[src/bpr_pkg.sv]
package bpr_pkg;

   // Register offsets of the map.
   localparam logic [4:0] OFF_IDENTITY_INFO            = 5'h00;
   localparam logic [4:0] OFF_RATE_CLOCK_SETUP         = 5'h01;
   localparam logic [4:0] OFF_TEST_SIGNAL_SETUP        = 5'h02;
   localparam logic [4:0] OFF_REFERENCE_BIAS_SETUP     = 5'h03;
   localparam logic [4:0] OFF_LEADOFF_DETECT_SETUP     = 5'h04;
   localparam logic [4:0] OFF_CHANNEL_1_SETUP          = 5'h05;
   localparam logic [4:0] OFF_CHANNEL_2_SETUP          = 5'h06;
   localparam logic [4:0] OFF_CHANNEL_3_SETUP          = 5'h07;
   localparam logic [4:0] OFF_CHANNEL_4_SETUP          = 5'h08;
   localparam logic [4:0] OFF_CHANNEL_5_SETUP          = 5'h09;
   localparam logic [4:0] OFF_CHANNEL_6_SETUP          = 5'h0a;
   localparam logic [4:0] OFF_CHANNEL_7_SETUP          = 5'h0b;
   localparam logic [4:0] OFF_CHANNEL_8_SETUP          = 5'h0c;
   localparam logic [4:0] OFF_BIAS_DERIVE_POS_SELECT   = 5'h0d;
   localparam logic [4:0] OFF_BIAS_DERIVE_NEG_SELECT   = 5'h0e;
   localparam logic [4:0] OFF_LEADOFF_POS_SELECT       = 5'h0f;
   localparam logic [4:0] OFF_LEADOFF_NEG_SELECT       = 5'h10;
   localparam logic [4:0] OFF_LEADOFF_POLARITY_SWAP    = 5'h11;
   localparam logic [4:0] OFF_LEADOFF_POS_STATE        = 5'h12;
   localparam logic [4:0] OFF_LEADOFF_NEG_STATE        = 5'h13;
   localparam logic [4:0] OFF_GENERAL_PIN_CONTROL      = 5'h14;
   localparam logic [4:0] OFF_REFERENCE_ROUTE_CONTROL  = 5'h15;
   localparam logic [4:0] OFF_SPARE_CONTROL_B          = 5'h16;
   localparam logic [4:0] OFF_CONVERSION_LEADOFF_SETUP = 5'h17;

   // Reset values, indexed by offset; index 0 is the identity word and is not stored.
   localparam logic [7:0] REG_RESET [0:23] = '{
      8'h00, 8'h96, 8'hc0, 8'h60, 8'h00, 8'h61, 8'h61, 8'h61,
      8'h61, 8'h61, 8'h61, 8'h61, 8'h61, 8'h00, 8'h00, 8'h00,
      8'h00, 8'h00, 8'h00, 8'h00, 8'h0f, 8'h00, 8'h00, 8'h00};

   // Identity word field positions and fixed values.
   localparam int         ID_REV_MSB    = 7;
   localparam int         ID_REV_LSB    = 5;
   localparam int         ID_RSVD_BIT   = 4;
   localparam int         ID_FAM_MSB    = 3;
   localparam int         ID_FAM_LSB    = 2;
   localparam int         ID_CH_MSB     = 1;
   localparam int         ID_CH_LSB     = 0;
   localparam logic       ID_RSVD_VALUE = 1'b1;
   // Arbitrary value.
   localparam logic [2:0] SILICON_REVISION_DEF = 3'h0;
   // Arbitrary value.
   localparam logic [1:0] FAMILY_CODE_DEF      = 2'h1;

   // Channel count codes and the matching present-channel masks.
   localparam logic [1:0] CH_CODE_4 = 2'h0;
   localparam logic [1:0] CH_CODE_6 = 2'h1;
   localparam logic [1:0] CH_CODE_8 = 2'h2;
   localparam logic [7:0] CH_MASK_4 = 8'h0f;
   localparam logic [7:0] CH_MASK_6 = 8'h3f;
   localparam logic [7:0] CH_MASK_8 = 8'hff;

   // Other field positions.
   localparam int CHSET_PD_BIT  = 7;
   localparam int BIAS_STAT_BIT = 0;

   // Command encodings.
   localparam logic [2:0] OP_READ         = 3'h1;
   localparam logic [2:0] OP_WRITE        = 3'h2;
   localparam logic [7:0] CMD_CONT_OUT    = 8'h10;
   localparam logic [7:0] CMD_STOP_CONT   = 8'h11;
   localparam logic       CONT_MODE_RESET = 1'b1;

   // Pin order in the synchroniser and its idle value (chip select high).
   localparam int         PIN_SCLK  = 0;
   localparam int         PIN_CSN   = 1;
   localparam int         PIN_DIN   = 2;
   localparam logic [2:0] PINS_IDLE = 3'h2;

   typedef enum logic [2:0] {
      ST_OPCODE = 3'b000,
      ST_COUNT  = 3'b001,
      ST_READ   = 3'b010,
      ST_WRITE  = 3'b011,
      ST_DONE   = 3'b100
   } bpr_state_e;

endpackage

[src/bpr_byte_if.sv]
`timescale 1ns/1ps
// Byte-level link between the serial shifter and the command core.
interface bpr_byte_if;
   logic       rx_valid;
   logic [7:0] rx_byte;
   logic       frame_active;
   logic       tx_load;
   logic [7:0] tx_byte;

   modport shifter (output rx_valid, output rx_byte, output frame_active,
                    input tx_load, input tx_byte);
   modport core    (input rx_valid, input rx_byte, input frame_active,
                    output tx_load, output tx_byte);
endinterface

[src/bpr_spi_shift.sv]
`timescale 1ns/1ps
module bpr_spi_shift
   import bpr_pkg::*;
(
   input  wire logic   clk_in,
   input  wire logic   arst_n_in,
   input  wire logic   ce_in,
   input  wire logic   sclk_in,
   input  wire logic   cs_n_in,
   input  wire logic   din_in,
   output logic        dout_out,
   bpr_byte_if.shifter link
);
   logic [2:0] meta_r;
   logic [2:0] sync_r;
   logic       sclk_d_r;
   logic       sclk_d_nxt;
   logic [7:0] rx_sh_r;
   logic [7:0] rx_sh_nxt;
   logic [2:0] bit_cnt_r;
   logic [2:0] bit_cnt_nxt;
   logic       rx_valid_r;
   logic       rx_valid_nxt;
   logic [7:0] rx_byte_r;
   logic [7:0] rx_byte_nxt;
   logic [7:0] tx_sh_r;
   logic [7:0] tx_sh_nxt;
   logic       dout_r;
   logic       dout_nxt;
   logic       sclk_rise;
   logic       sclk_fall;

   // Two-stage synchroniser for the serial pins; only sync_r is read by logic.
   always_ff @(posedge clk_in or negedge arst_n_in)
   begin
      if (!arst_n_in)
      begin
         meta_r <= PINS_IDLE;
         sync_r <= PINS_IDLE;
      end
      else if (ce_in)
      begin
         meta_r <= {din_in, cs_n_in, sclk_in};
         sync_r <= meta_r;
      end
   end

   // Edges of the serial clock as seen in this domain.
   assign sclk_rise = sync_r[PIN_SCLK] & ~sclk_d_r;
   assign sclk_fall = ~sync_r[PIN_SCLK] & sclk_d_r;

   // Input is sampled on falling edges, output launched on rising edges, MSB first.
   always_comb
   begin
      sclk_d_nxt   = sync_r[PIN_SCLK];
      rx_sh_nxt    = rx_sh_r;
      bit_cnt_nxt  = bit_cnt_r;
      rx_valid_nxt = 1'b0;
      rx_byte_nxt  = rx_byte_r;
      tx_sh_nxt    = tx_sh_r;
      dout_nxt     = dout_r;
      if (sync_r[PIN_CSN])
      begin
         bit_cnt_nxt = 3'h0;
         tx_sh_nxt   = 8'h00;
         dout_nxt    = 1'b0;
      end
      else
      begin
         if (link.tx_load)
            tx_sh_nxt = link.tx_byte;
         else if (sclk_rise)
         begin
            dout_nxt  = tx_sh_r[7];
            tx_sh_nxt = {tx_sh_r[6:0], 1'b0};
         end
         if (sclk_fall)
         begin
            rx_sh_nxt   = {rx_sh_r[6:0], sync_r[PIN_DIN]};
            bit_cnt_nxt = 3'(bit_cnt_r + 3'h1);
            if (bit_cnt_r == 3'h7)
            begin
               rx_valid_nxt = 1'b1;
               rx_byte_nxt  = {rx_sh_r[6:0], sync_r[PIN_DIN]};
            end
         end
      end
   end

   // Shifter state registers, frozen while the clock enable is low.
   always_ff @(posedge clk_in or negedge arst_n_in)
   begin
      if (!arst_n_in)
      begin
         sclk_d_r   <= 1'b0;
         rx_sh_r    <= 8'h00;
         bit_cnt_r  <= 3'h0;
         rx_valid_r <= 1'b0;
         rx_byte_r  <= 8'h00;
         tx_sh_r    <= 8'h00;
         dout_r     <= 1'b0;
      end
      else if (ce_in)
      begin
         sclk_d_r   <= sclk_d_nxt;
         rx_sh_r    <= rx_sh_nxt;
         bit_cnt_r  <= bit_cnt_nxt;
         rx_valid_r <= rx_valid_nxt;
         rx_byte_r  <= rx_byte_nxt;
         tx_sh_r    <= tx_sh_nxt;
         dout_r     <= dout_nxt;
      end
   end

   // Byte results towards the core.
   assign link.rx_valid     = rx_valid_r;
   assign link.rx_byte      = rx_byte_r;
   assign link.frame_active = ~sync_r[PIN_CSN];
   assign dout_out          = dout_r;
endmodule

[src/bpr_regbank.sv]
`timescale 1ns/1ps
// Functional notes
// - The identity word is fixed at build time and host writes never change it.
// - Identity bits 7 to 5 report the silicon revision as a read-only field.
// - Identity bit 4 always reads as one.
// - Identity bits 3 to 2 hold a fixed, read-only family code.
// - Identity bits 1 to 0 give the channel count: 00 four, 01 six, 10 eight.
// - Registers and per-channel bits of absent channels hold and read zero.
// - A read is opcode 001 plus start address, then 000 plus count minus one, then data out.
// - A write is opcode 010 plus start address, then 000 plus count minus one, then data MSB first.
module bpr_regbank
   import bpr_pkg::*;
#(
   parameter logic [2:0] SILICON_REVISION   = SILICON_REVISION_DEF,
   parameter logic [1:0] FAMILY_CODE        = FAMILY_CODE_DEF,
   parameter logic [1:0] CHANNEL_COUNT_CODE = CH_CODE_8
)
(
   input  wire logic       clk_in,
   input  wire logic       arst_n_in,
   input  wire logic       ce_in,
   input  wire logic       sclk_in,
   input  wire logic       cs_n_in,
   input  wire logic       din_in,
   input  wire logic [7:0] leadoff_pos_state_in,
   input  wire logic [7:0] leadoff_neg_state_in,
   input  wire logic       bias_stat_in,
   output logic            dout_out,
   output logic            cont_mode_out,
   output logic [7:0]      chan_pd_out,
   output logic [7:0]      rate_clock_setup_out
);
   localparam int NREG = 24;

   // Present-channel mask for a channel count code.
   function automatic logic [7:0] chan_mask(input logic [1:0] code);
      if (code == CH_CODE_4)
         chan_mask = CH_MASK_4;
      else if (code == CH_CODE_6)
         chan_mask = CH_MASK_6;
      else
         chan_mask = CH_MASK_8;
   endfunction

   localparam logic [7:0] PRESENT_MASK = chan_mask(CHANNEL_COUNT_CODE);

   bpr_byte_if link ();

   bpr_spi_shift u_shift (
      .clk_in    (clk_in),
      .arst_n_in (arst_n_in),
      .ce_in     (ce_in),
      .sclk_in   (sclk_in),
      .cs_n_in   (cs_n_in),
      .din_in    (din_in),
      .dout_out  (dout_out),
      .link      (link.shifter)
   );

   bpr_state_e state_r;
   bpr_state_e state_nxt;
   logic [4:0] addr_r;
   logic [4:0] addr_nxt;
   logic [4:0] cnt_r;
   logic [4:0] cnt_nxt;
   logic       is_read_r;
   logic       is_read_nxt;
   logic       cont_r;
   logic       cont_nxt;
   logic       tx_load_r;
   logic       tx_load_nxt;
   logic [7:0] tx_byte_r;
   logic [7:0] tx_byte_nxt;
   logic       wr_en;
   logic [7:0] id_word;
   logic [7:0] regs_r   [1:NREG-1];
   logic [7:0] regs_nxt [1:NREG-1];

   // The identity word is built from constants and is never stored.
   assign id_word = {SILICON_REVISION, ID_RSVD_VALUE, FAMILY_CODE, CHANNEL_COUNT_CODE};

   // Read decode; addresses past the map read as zero.
   function automatic logic [7:0] rd_reg(input logic [4:0] a);
      if (a == OFF_IDENTITY_INFO)
         rd_reg = id_word;
      else if (a <= OFF_CONVERSION_LEADOFF_SETUP)
         rd_reg = regs_r[a];
      else
         rd_reg = 8'h00;
   endfunction

   // Value stored by a host write, given the old content.
   function automatic logic [7:0] wr_value(input logic [4:0] a, input logic [7:0] d,
                                           input logic [7:0] old);
      if (a == OFF_LEADOFF_POS_STATE || a == OFF_LEADOFF_NEG_STATE)
         wr_value = old;
      else if (a >= OFF_CHANNEL_1_SETUP && a <= OFF_CHANNEL_8_SETUP)
         wr_value = PRESENT_MASK[3'(a - OFF_CHANNEL_1_SETUP)] ? d : 8'h00;
      else if (a >= OFF_BIAS_DERIVE_POS_SELECT && a <= OFF_LEADOFF_POLARITY_SWAP)
         wr_value = d & PRESENT_MASK;
      else if (a == OFF_REFERENCE_BIAS_SETUP)
         wr_value = {d[7:1], old[BIAS_STAT_BIT]};
      else
         wr_value = d;
   endfunction

   // Command sequencer: opcode byte, count byte, then data bytes until the count runs out.
   always_comb
   begin
      state_nxt   = state_r;
      addr_nxt    = addr_r;
      cnt_nxt     = cnt_r;
      is_read_nxt = is_read_r;
      cont_nxt    = cont_r;
      tx_load_nxt = 1'b0;
      tx_byte_nxt = tx_byte_r;
      wr_en       = 1'b0;
      if (!link.frame_active)
         state_nxt = ST_OPCODE;
      else if (link.rx_valid)
      begin
         case (state_r)
            ST_OPCODE:
            begin
               if (link.rx_byte == CMD_STOP_CONT)
                  cont_nxt = 1'b0;
               else if (link.rx_byte == CMD_CONT_OUT)
                  cont_nxt = 1'b1;
               else if (!cont_r && (link.rx_byte[7:5] == OP_READ ||
                                    link.rx_byte[7:5] == OP_WRITE))
               begin
                  addr_nxt    = link.rx_byte[4:0];
                  is_read_nxt = (link.rx_byte[7:5] == OP_READ);
                  state_nxt   = ST_COUNT;
               end
            end
            ST_COUNT:
            begin
               cnt_nxt = link.rx_byte[4:0];
               if (is_read_r)
               begin
                  tx_load_nxt = 1'b1;
                  tx_byte_nxt = rd_reg(addr_r);
                  state_nxt   = ST_READ;
               end
               else
                  state_nxt = ST_WRITE;
            end
            ST_READ, ST_WRITE:
            begin
               wr_en = (state_r == ST_WRITE);
               if (cnt_r == 5'h00)
                  state_nxt = ST_DONE;
               else
               begin
                  addr_nxt = 5'(addr_r + 5'h01);
                  cnt_nxt  = 5'(cnt_r - 5'h01);
                  if (state_r == ST_READ)
                  begin
                     tx_load_nxt = 1'b1;
                     tx_byte_nxt = rd_reg(5'(addr_r + 5'h01));
                  end
               end
            end
            default:
               state_nxt = state_r;
         endcase
      end
   end

   // Sequencer registers.
   always_ff @(posedge clk_in or negedge arst_n_in)
   begin
      if (!arst_n_in)
      begin
         state_r   <= ST_OPCODE;
         addr_r    <= 5'h00;
         cnt_r     <= 5'h00;
         is_read_r <= 1'b0;
         cont_r    <= CONT_MODE_RESET;
         tx_load_r <= 1'b0;
         tx_byte_r <= 8'h00;
      end
      else if (ce_in)
      begin
         state_r   <= state_nxt;
         addr_r    <= addr_nxt;
         cnt_r     <= cnt_nxt;
         is_read_r <= is_read_nxt;
         cont_r    <= cont_nxt;
         tx_load_r <= tx_load_nxt;
         tx_byte_r <= tx_byte_nxt;
      end
   end

   assign link.tx_load = tx_load_r;
   assign link.tx_byte = tx_byte_r;

   // Register file next values: host writes, then status loads from hardware win.
   always_comb
   begin
      for (int i = 1; i < NREG; i++)
         regs_nxt[i] = regs_r[i];
      if (wr_en && addr_r != OFF_IDENTITY_INFO && addr_r <= OFF_CONVERSION_LEADOFF_SETUP)
         regs_nxt[addr_r] = wr_value(addr_r, link.rx_byte, regs_r[addr_r]);
      regs_nxt[OFF_LEADOFF_POS_STATE] = leadoff_pos_state_in & PRESENT_MASK;
      regs_nxt[OFF_LEADOFF_NEG_STATE] = leadoff_neg_state_in & PRESENT_MASK;
      regs_nxt[OFF_REFERENCE_BIAS_SETUP][BIAS_STAT_BIT] = bias_stat_in;
   end

   // Register file; absent channel setups come out of reset as zero.
   always_ff @(posedge clk_in or negedge arst_n_in)
   begin
      if (!arst_n_in)
      begin
         for (int i = 1; i < NREG; i++)
            regs_r[i] <= (i >= 9 && i <= 12 && !PRESENT_MASK[i - 5]) ? 8'h00 : REG_RESET[i];
      end
      else if (ce_in)
      begin
         for (int i = 1; i < NREG; i++)
            regs_r[i] <= regs_nxt[i];
      end
   end

   // Settings towards the converter.
   assign cont_mode_out        = cont_r;
   assign rate_clock_setup_out = regs_r[OFF_RATE_CLOCK_SETUP];
   genvar g;
   generate
      for (g = 0; g < 8; g++)
      begin : g_pd
         assign chan_pd_out[g] = regs_r[5 + g][CHSET_PD_BIT];
      end
   endgenerate
endmodule

[config.mk]
export PLATFORM = sky130hd
export DESIGN_NAME = bpr_regbank
export DESIGN_NICKNAME = d
export VERILOG_FILES = /design/src/bpr_pkg.sv /design/src/bpr_byte_if.sv /design/src/bpr_spi_shift.sv /design/src/bpr_regbank.sv
export SDC_FILE = /design/constraint.sdc
export NUM_CORES = 1
export LEC_CHECK = 0
export ABC_AREA = 1
export BUFFER_PORTS_ARGS = -buffer_cell sky130_fd_sc_hd__buf_2
export CAP_MARGIN = 15
export CELL_PAD_IN_SITES_DETAIL_PLACEMENT = 0
export CELL_PAD_IN_SITES_GLOBAL_PLACEMENT = 1
export CORE_MARGIN = 5
export CORE_UTILIZATION = 30
export CTS_CLUSTER_SIZE = 25
export DETAILED_ROUTE_END_ITERATION = 10
export PLACE_DENSITY = 0.65
export SETUP_SLACK_MARGIN = 0.1
export SLEW_MARGIN = 25
export SYNTH_ARGS = -nofsm -noshare
export SYNTH_HDL_FRONTEND = slang
export SYNTH_SLANG_ARGS = --single-unit
[constraint.sdc]
create_clock -name clk_in -period 3.1 [get_ports clk_in]
set_clock_uncertainty 0.05 [all_clocks]
set_input_delay 0.155 -clock clk_in [delete_from_list [all_inputs] [get_ports clk_in]]
set_output_delay 0.155 -clock clk_in [all_outputs]
set_load 0.02 [all_outputs]
==> metrics.txt <==
status completed; Critical Path AT 3.15 ns; Clk Latency, worst-skew pair 0.57 ns; Nets 2075; TritonCTS clock tree built; adder-cell share of the synthesized area 0.00807; Mean Syn Cell Area 7.01 um^2; router iterations before antenna repair 6; Area contributors post-synth dfrtp_1 (37%), nand2_1 (19%), nand3_1 (8.8%); Max Clk Rate 362 MHz; Post-Synth XOR/XNOR Area 0.00188; Synth area leader dfrtp_1; Seq/Total Area, Yosys 0.439; WS Path Type reg -> reg; Worst setup SP type flop; fin crit period 2.76 ns; setup TNS 0 ns; CTS Buffer Depth 3; Die X-Extent 226 um; Synth Area in Compound Gates 0.140; Synth Warn # 0; clock sinks 243; Cell Area, Synth 14000 um^2; GRT met1 Usage 0.286; initial antenna violation count 0; vias in the first global route 13000; Slew Limit Fails 0; Critical Path RT 3.49 ns; Cells after Synth 1991; area grow syn2layout 16.1%; drt drc 0; num ports 41; GR Util met3 0.0260; Num CTS Buffers 30; final worst path period share 0.890; Max-Cap Viols 0; layout cells sized above 1 0.122; Initial Utilization 0.302; WL/cell 18.9 um; Final Hold Vio Count 0; final setup fails 0; Final ANT Viol Nets 0; DIE AREA 50900 um^2; DP HPWL 35100 um; total gr overflow 0; post-synthesis sequential element count 243; core area 46300 um^2; main combinational cell family by area after synthesis simple AND/OR/NAND/NOR gates; final wirelength 50500 um; most used standard cell by instance count after synthesis nand2_1; CP Cell Sequence ha_1, inv_1, o211ai_1, nand3_1, nor2_1, clkinv_1, nand2_1, o21ai_0; buffers added on ports 40; total global-route track usage 0.196; RSZ-0062 raised after global routing no; LEAKAGE 8.00 nW; Min-Delay Path Class in -> reg; pwr dens 448 nW/um^2; FFs w/ async S/R, synth 1.00; EDFF count, synth 0; area share of the largest cell type after synthesis 0.366; Antenna diodes 0; Final GP Congestion 0.926; Die Ht 226 um; H-Tree Depth 1; CP max-delay cell dfrtp_1; global-route layer with the greatest usage met2; DR vias 13500; synth cell count leaders nand2_1 (724), nand3_1 (244), o21ai_0 (206); Layout fillers 5059; syn nets 2023; crit-path max cell delay 0.53 ns; Rel. slew slack 0.410; Root Buffer clkbuf_16; mux share of post-synthesis cell area 0.00152; largest net degree at the start of global routing 100; worst-margin pin slew 0.884 ns; CP endpoint kind flop; final core area utilization 0.350; initial DRC count 1159; first-pass GRT wire length 78600 um; placement row count 79; Synth Flop Type dfrtp_1; Simple-Gate Fraction of Synth Area 0.321; clock slew at reported path FFs 0.06 ns; PostCTS Resize Cnt 0; Distinct cells, synth 41; maximum vdd drop 0.433 mV; vias per inst 5.07; met2 usage 0.308; CP max FO 10
==> flip-flops by register name, summed over array words and instances, names as in the netlist <==
| register | cells |
|---|---|
| regs_r | 168 |
| addr_r | 5 |
| u_shift.sync_r | 3 |
| state_r | 3 |
| rate_clock_setup_out | 8 |
| u_shift.meta_r | 3 |
| u_shift.tx_sh_r | 8 |
| link.tx_byte | 8 |
| u_shift.link.rx_byte | 8 |
| u_shift.link.rx_valid | 1 |
| chan_pd_out | 8 |
| u_shift.bit_cnt_r | 3 |
| link.tx_load | 1 |
| u_shift.dout_out | 1 |
| cont_mode_out | 1 |
| u_shift.rx_sh_r | 7 |
| cnt_r | 5 |
| u_shift.sclk_d_r | 1 |
| is_read_r | 1 |
==> final cells by class <==
type,instances,area (um^2),area share
Sequential cell,243,6130,0.379
Multi-Input combinational cell,1457,6600,0.408
Tap cell,607,759,0.0469
Clock inverter,13,92.6,0.00572
Timing Repair Buffer,138,1110,0.0686
Inverter,173,652,0.0402
Clock buffer,42,847,0.0523
==> metal layers <==
| layer | vias to the layer above | part of all wire |
|---|---|---|
| met5 | - | 0 |
| met4 | 0 | 0.026 |
| met3 | 74 | 0.061 |
| met2 | 429 | 0.45 |
| met1 | 6484 | 0.46 |
| li1 | 6552 | - |
==> worst max-delay path: cells and delay by family, from the launching register on <==
kind | cells | cell delay [ns]
flops | 1 | 0.53
simple gates | 3 | 0.90
fa+ha+maj | 1 | 0.32
compound gates | 2 | 0.41
buf+inv | 2 | 0.42
==> report_power, final <==
| part | switching [mW] | internal, mW | leakage [nW] |
|---|---|---|---|
| sequential | 0.0665 | 3.28 | 3.04 |
| clock | 1.42 | 1.98 | 0.470 |
| combinational | 0.356 | 0.164 | 4.49 |
| total | 1.84 | 5.41 | 8.00 |
==> through the flow <==
step / instances / instance area (um^2) / hold WS (ns) / power [mW] / setup WS (ns)
global placement: 2597 / 15000 / 0.247 / 3.90 / 0.375
floorplan: 1991 / 14000 / -0.191 / 3.67 / 0.190
detailed placement: 2597 / 15000 / 0.244 / 3.91 / 0.368
CTS: 2673 / 16200 / 0.0264 / 7.37 / 0.349
finish: 2673 / 16200 / 0.0602 / 7.26 / 0.340
global route: 2673 / 16200 / 0.0684 / 7.57 / 0.133
==> timing repair <==
action                    CTS  global route
hold endpoints to repair   97             0
hold buffers               21             0
setup buffers               0             0
==> cell families (layout without fill, tap and decap cells) <==
logic type,count (synthesis),count (layout)
and+or+nand+nor,1089,1089
AOI/OAI and AO/OA,354,354
buffers and inverters,291,366
DFF,243,243
adders and majority gates,9,9
xor gates and xnor gates,3,3
muxes,2,2
==> placed cells by master, fill, tap and decap left out, types with 9 or more instances in the layout <==
master and count:
nor2_1 91, buf_12 9, clkbuf_16 31, dfrtp_1 203, nand3_1 244, dlygate4sd3_1 21, ha_1 9, clkinv_2 11
nand2_1 724, o21a_1 12, buf_2 39, dfstp_2 39, inv_1 141, a21oi_1 75, buf_4 68, o211ai_1 39
inv_2 23, o21ai_0 206
==> final timing paths <==
| path | startpoint | end | slack, ns | cells past startpoint |
|---|---|---|---|---|
| max in group asynchronous | arst_n_in | regs_r[26] | 1.90 | 3 |
| min in group asynchronous | arst_n_in | regs_r[121] | 0.19 | 2 |
| worst max register to register | addr_r[1] | regs_r[153] | 0.34 | 8 |
| worst min register to register | u_shift.meta_r[1] | u_shift.meta_r[1] | 0.42 | 2 |
| worst min-delay path | ce_in | u_shift.meta_r[1] | 0.06 | 4 |
| worst max-delay path | addr_r[1] | regs_r[153] | 0.34 | 8 |
(Power assumes the default switching activity.)
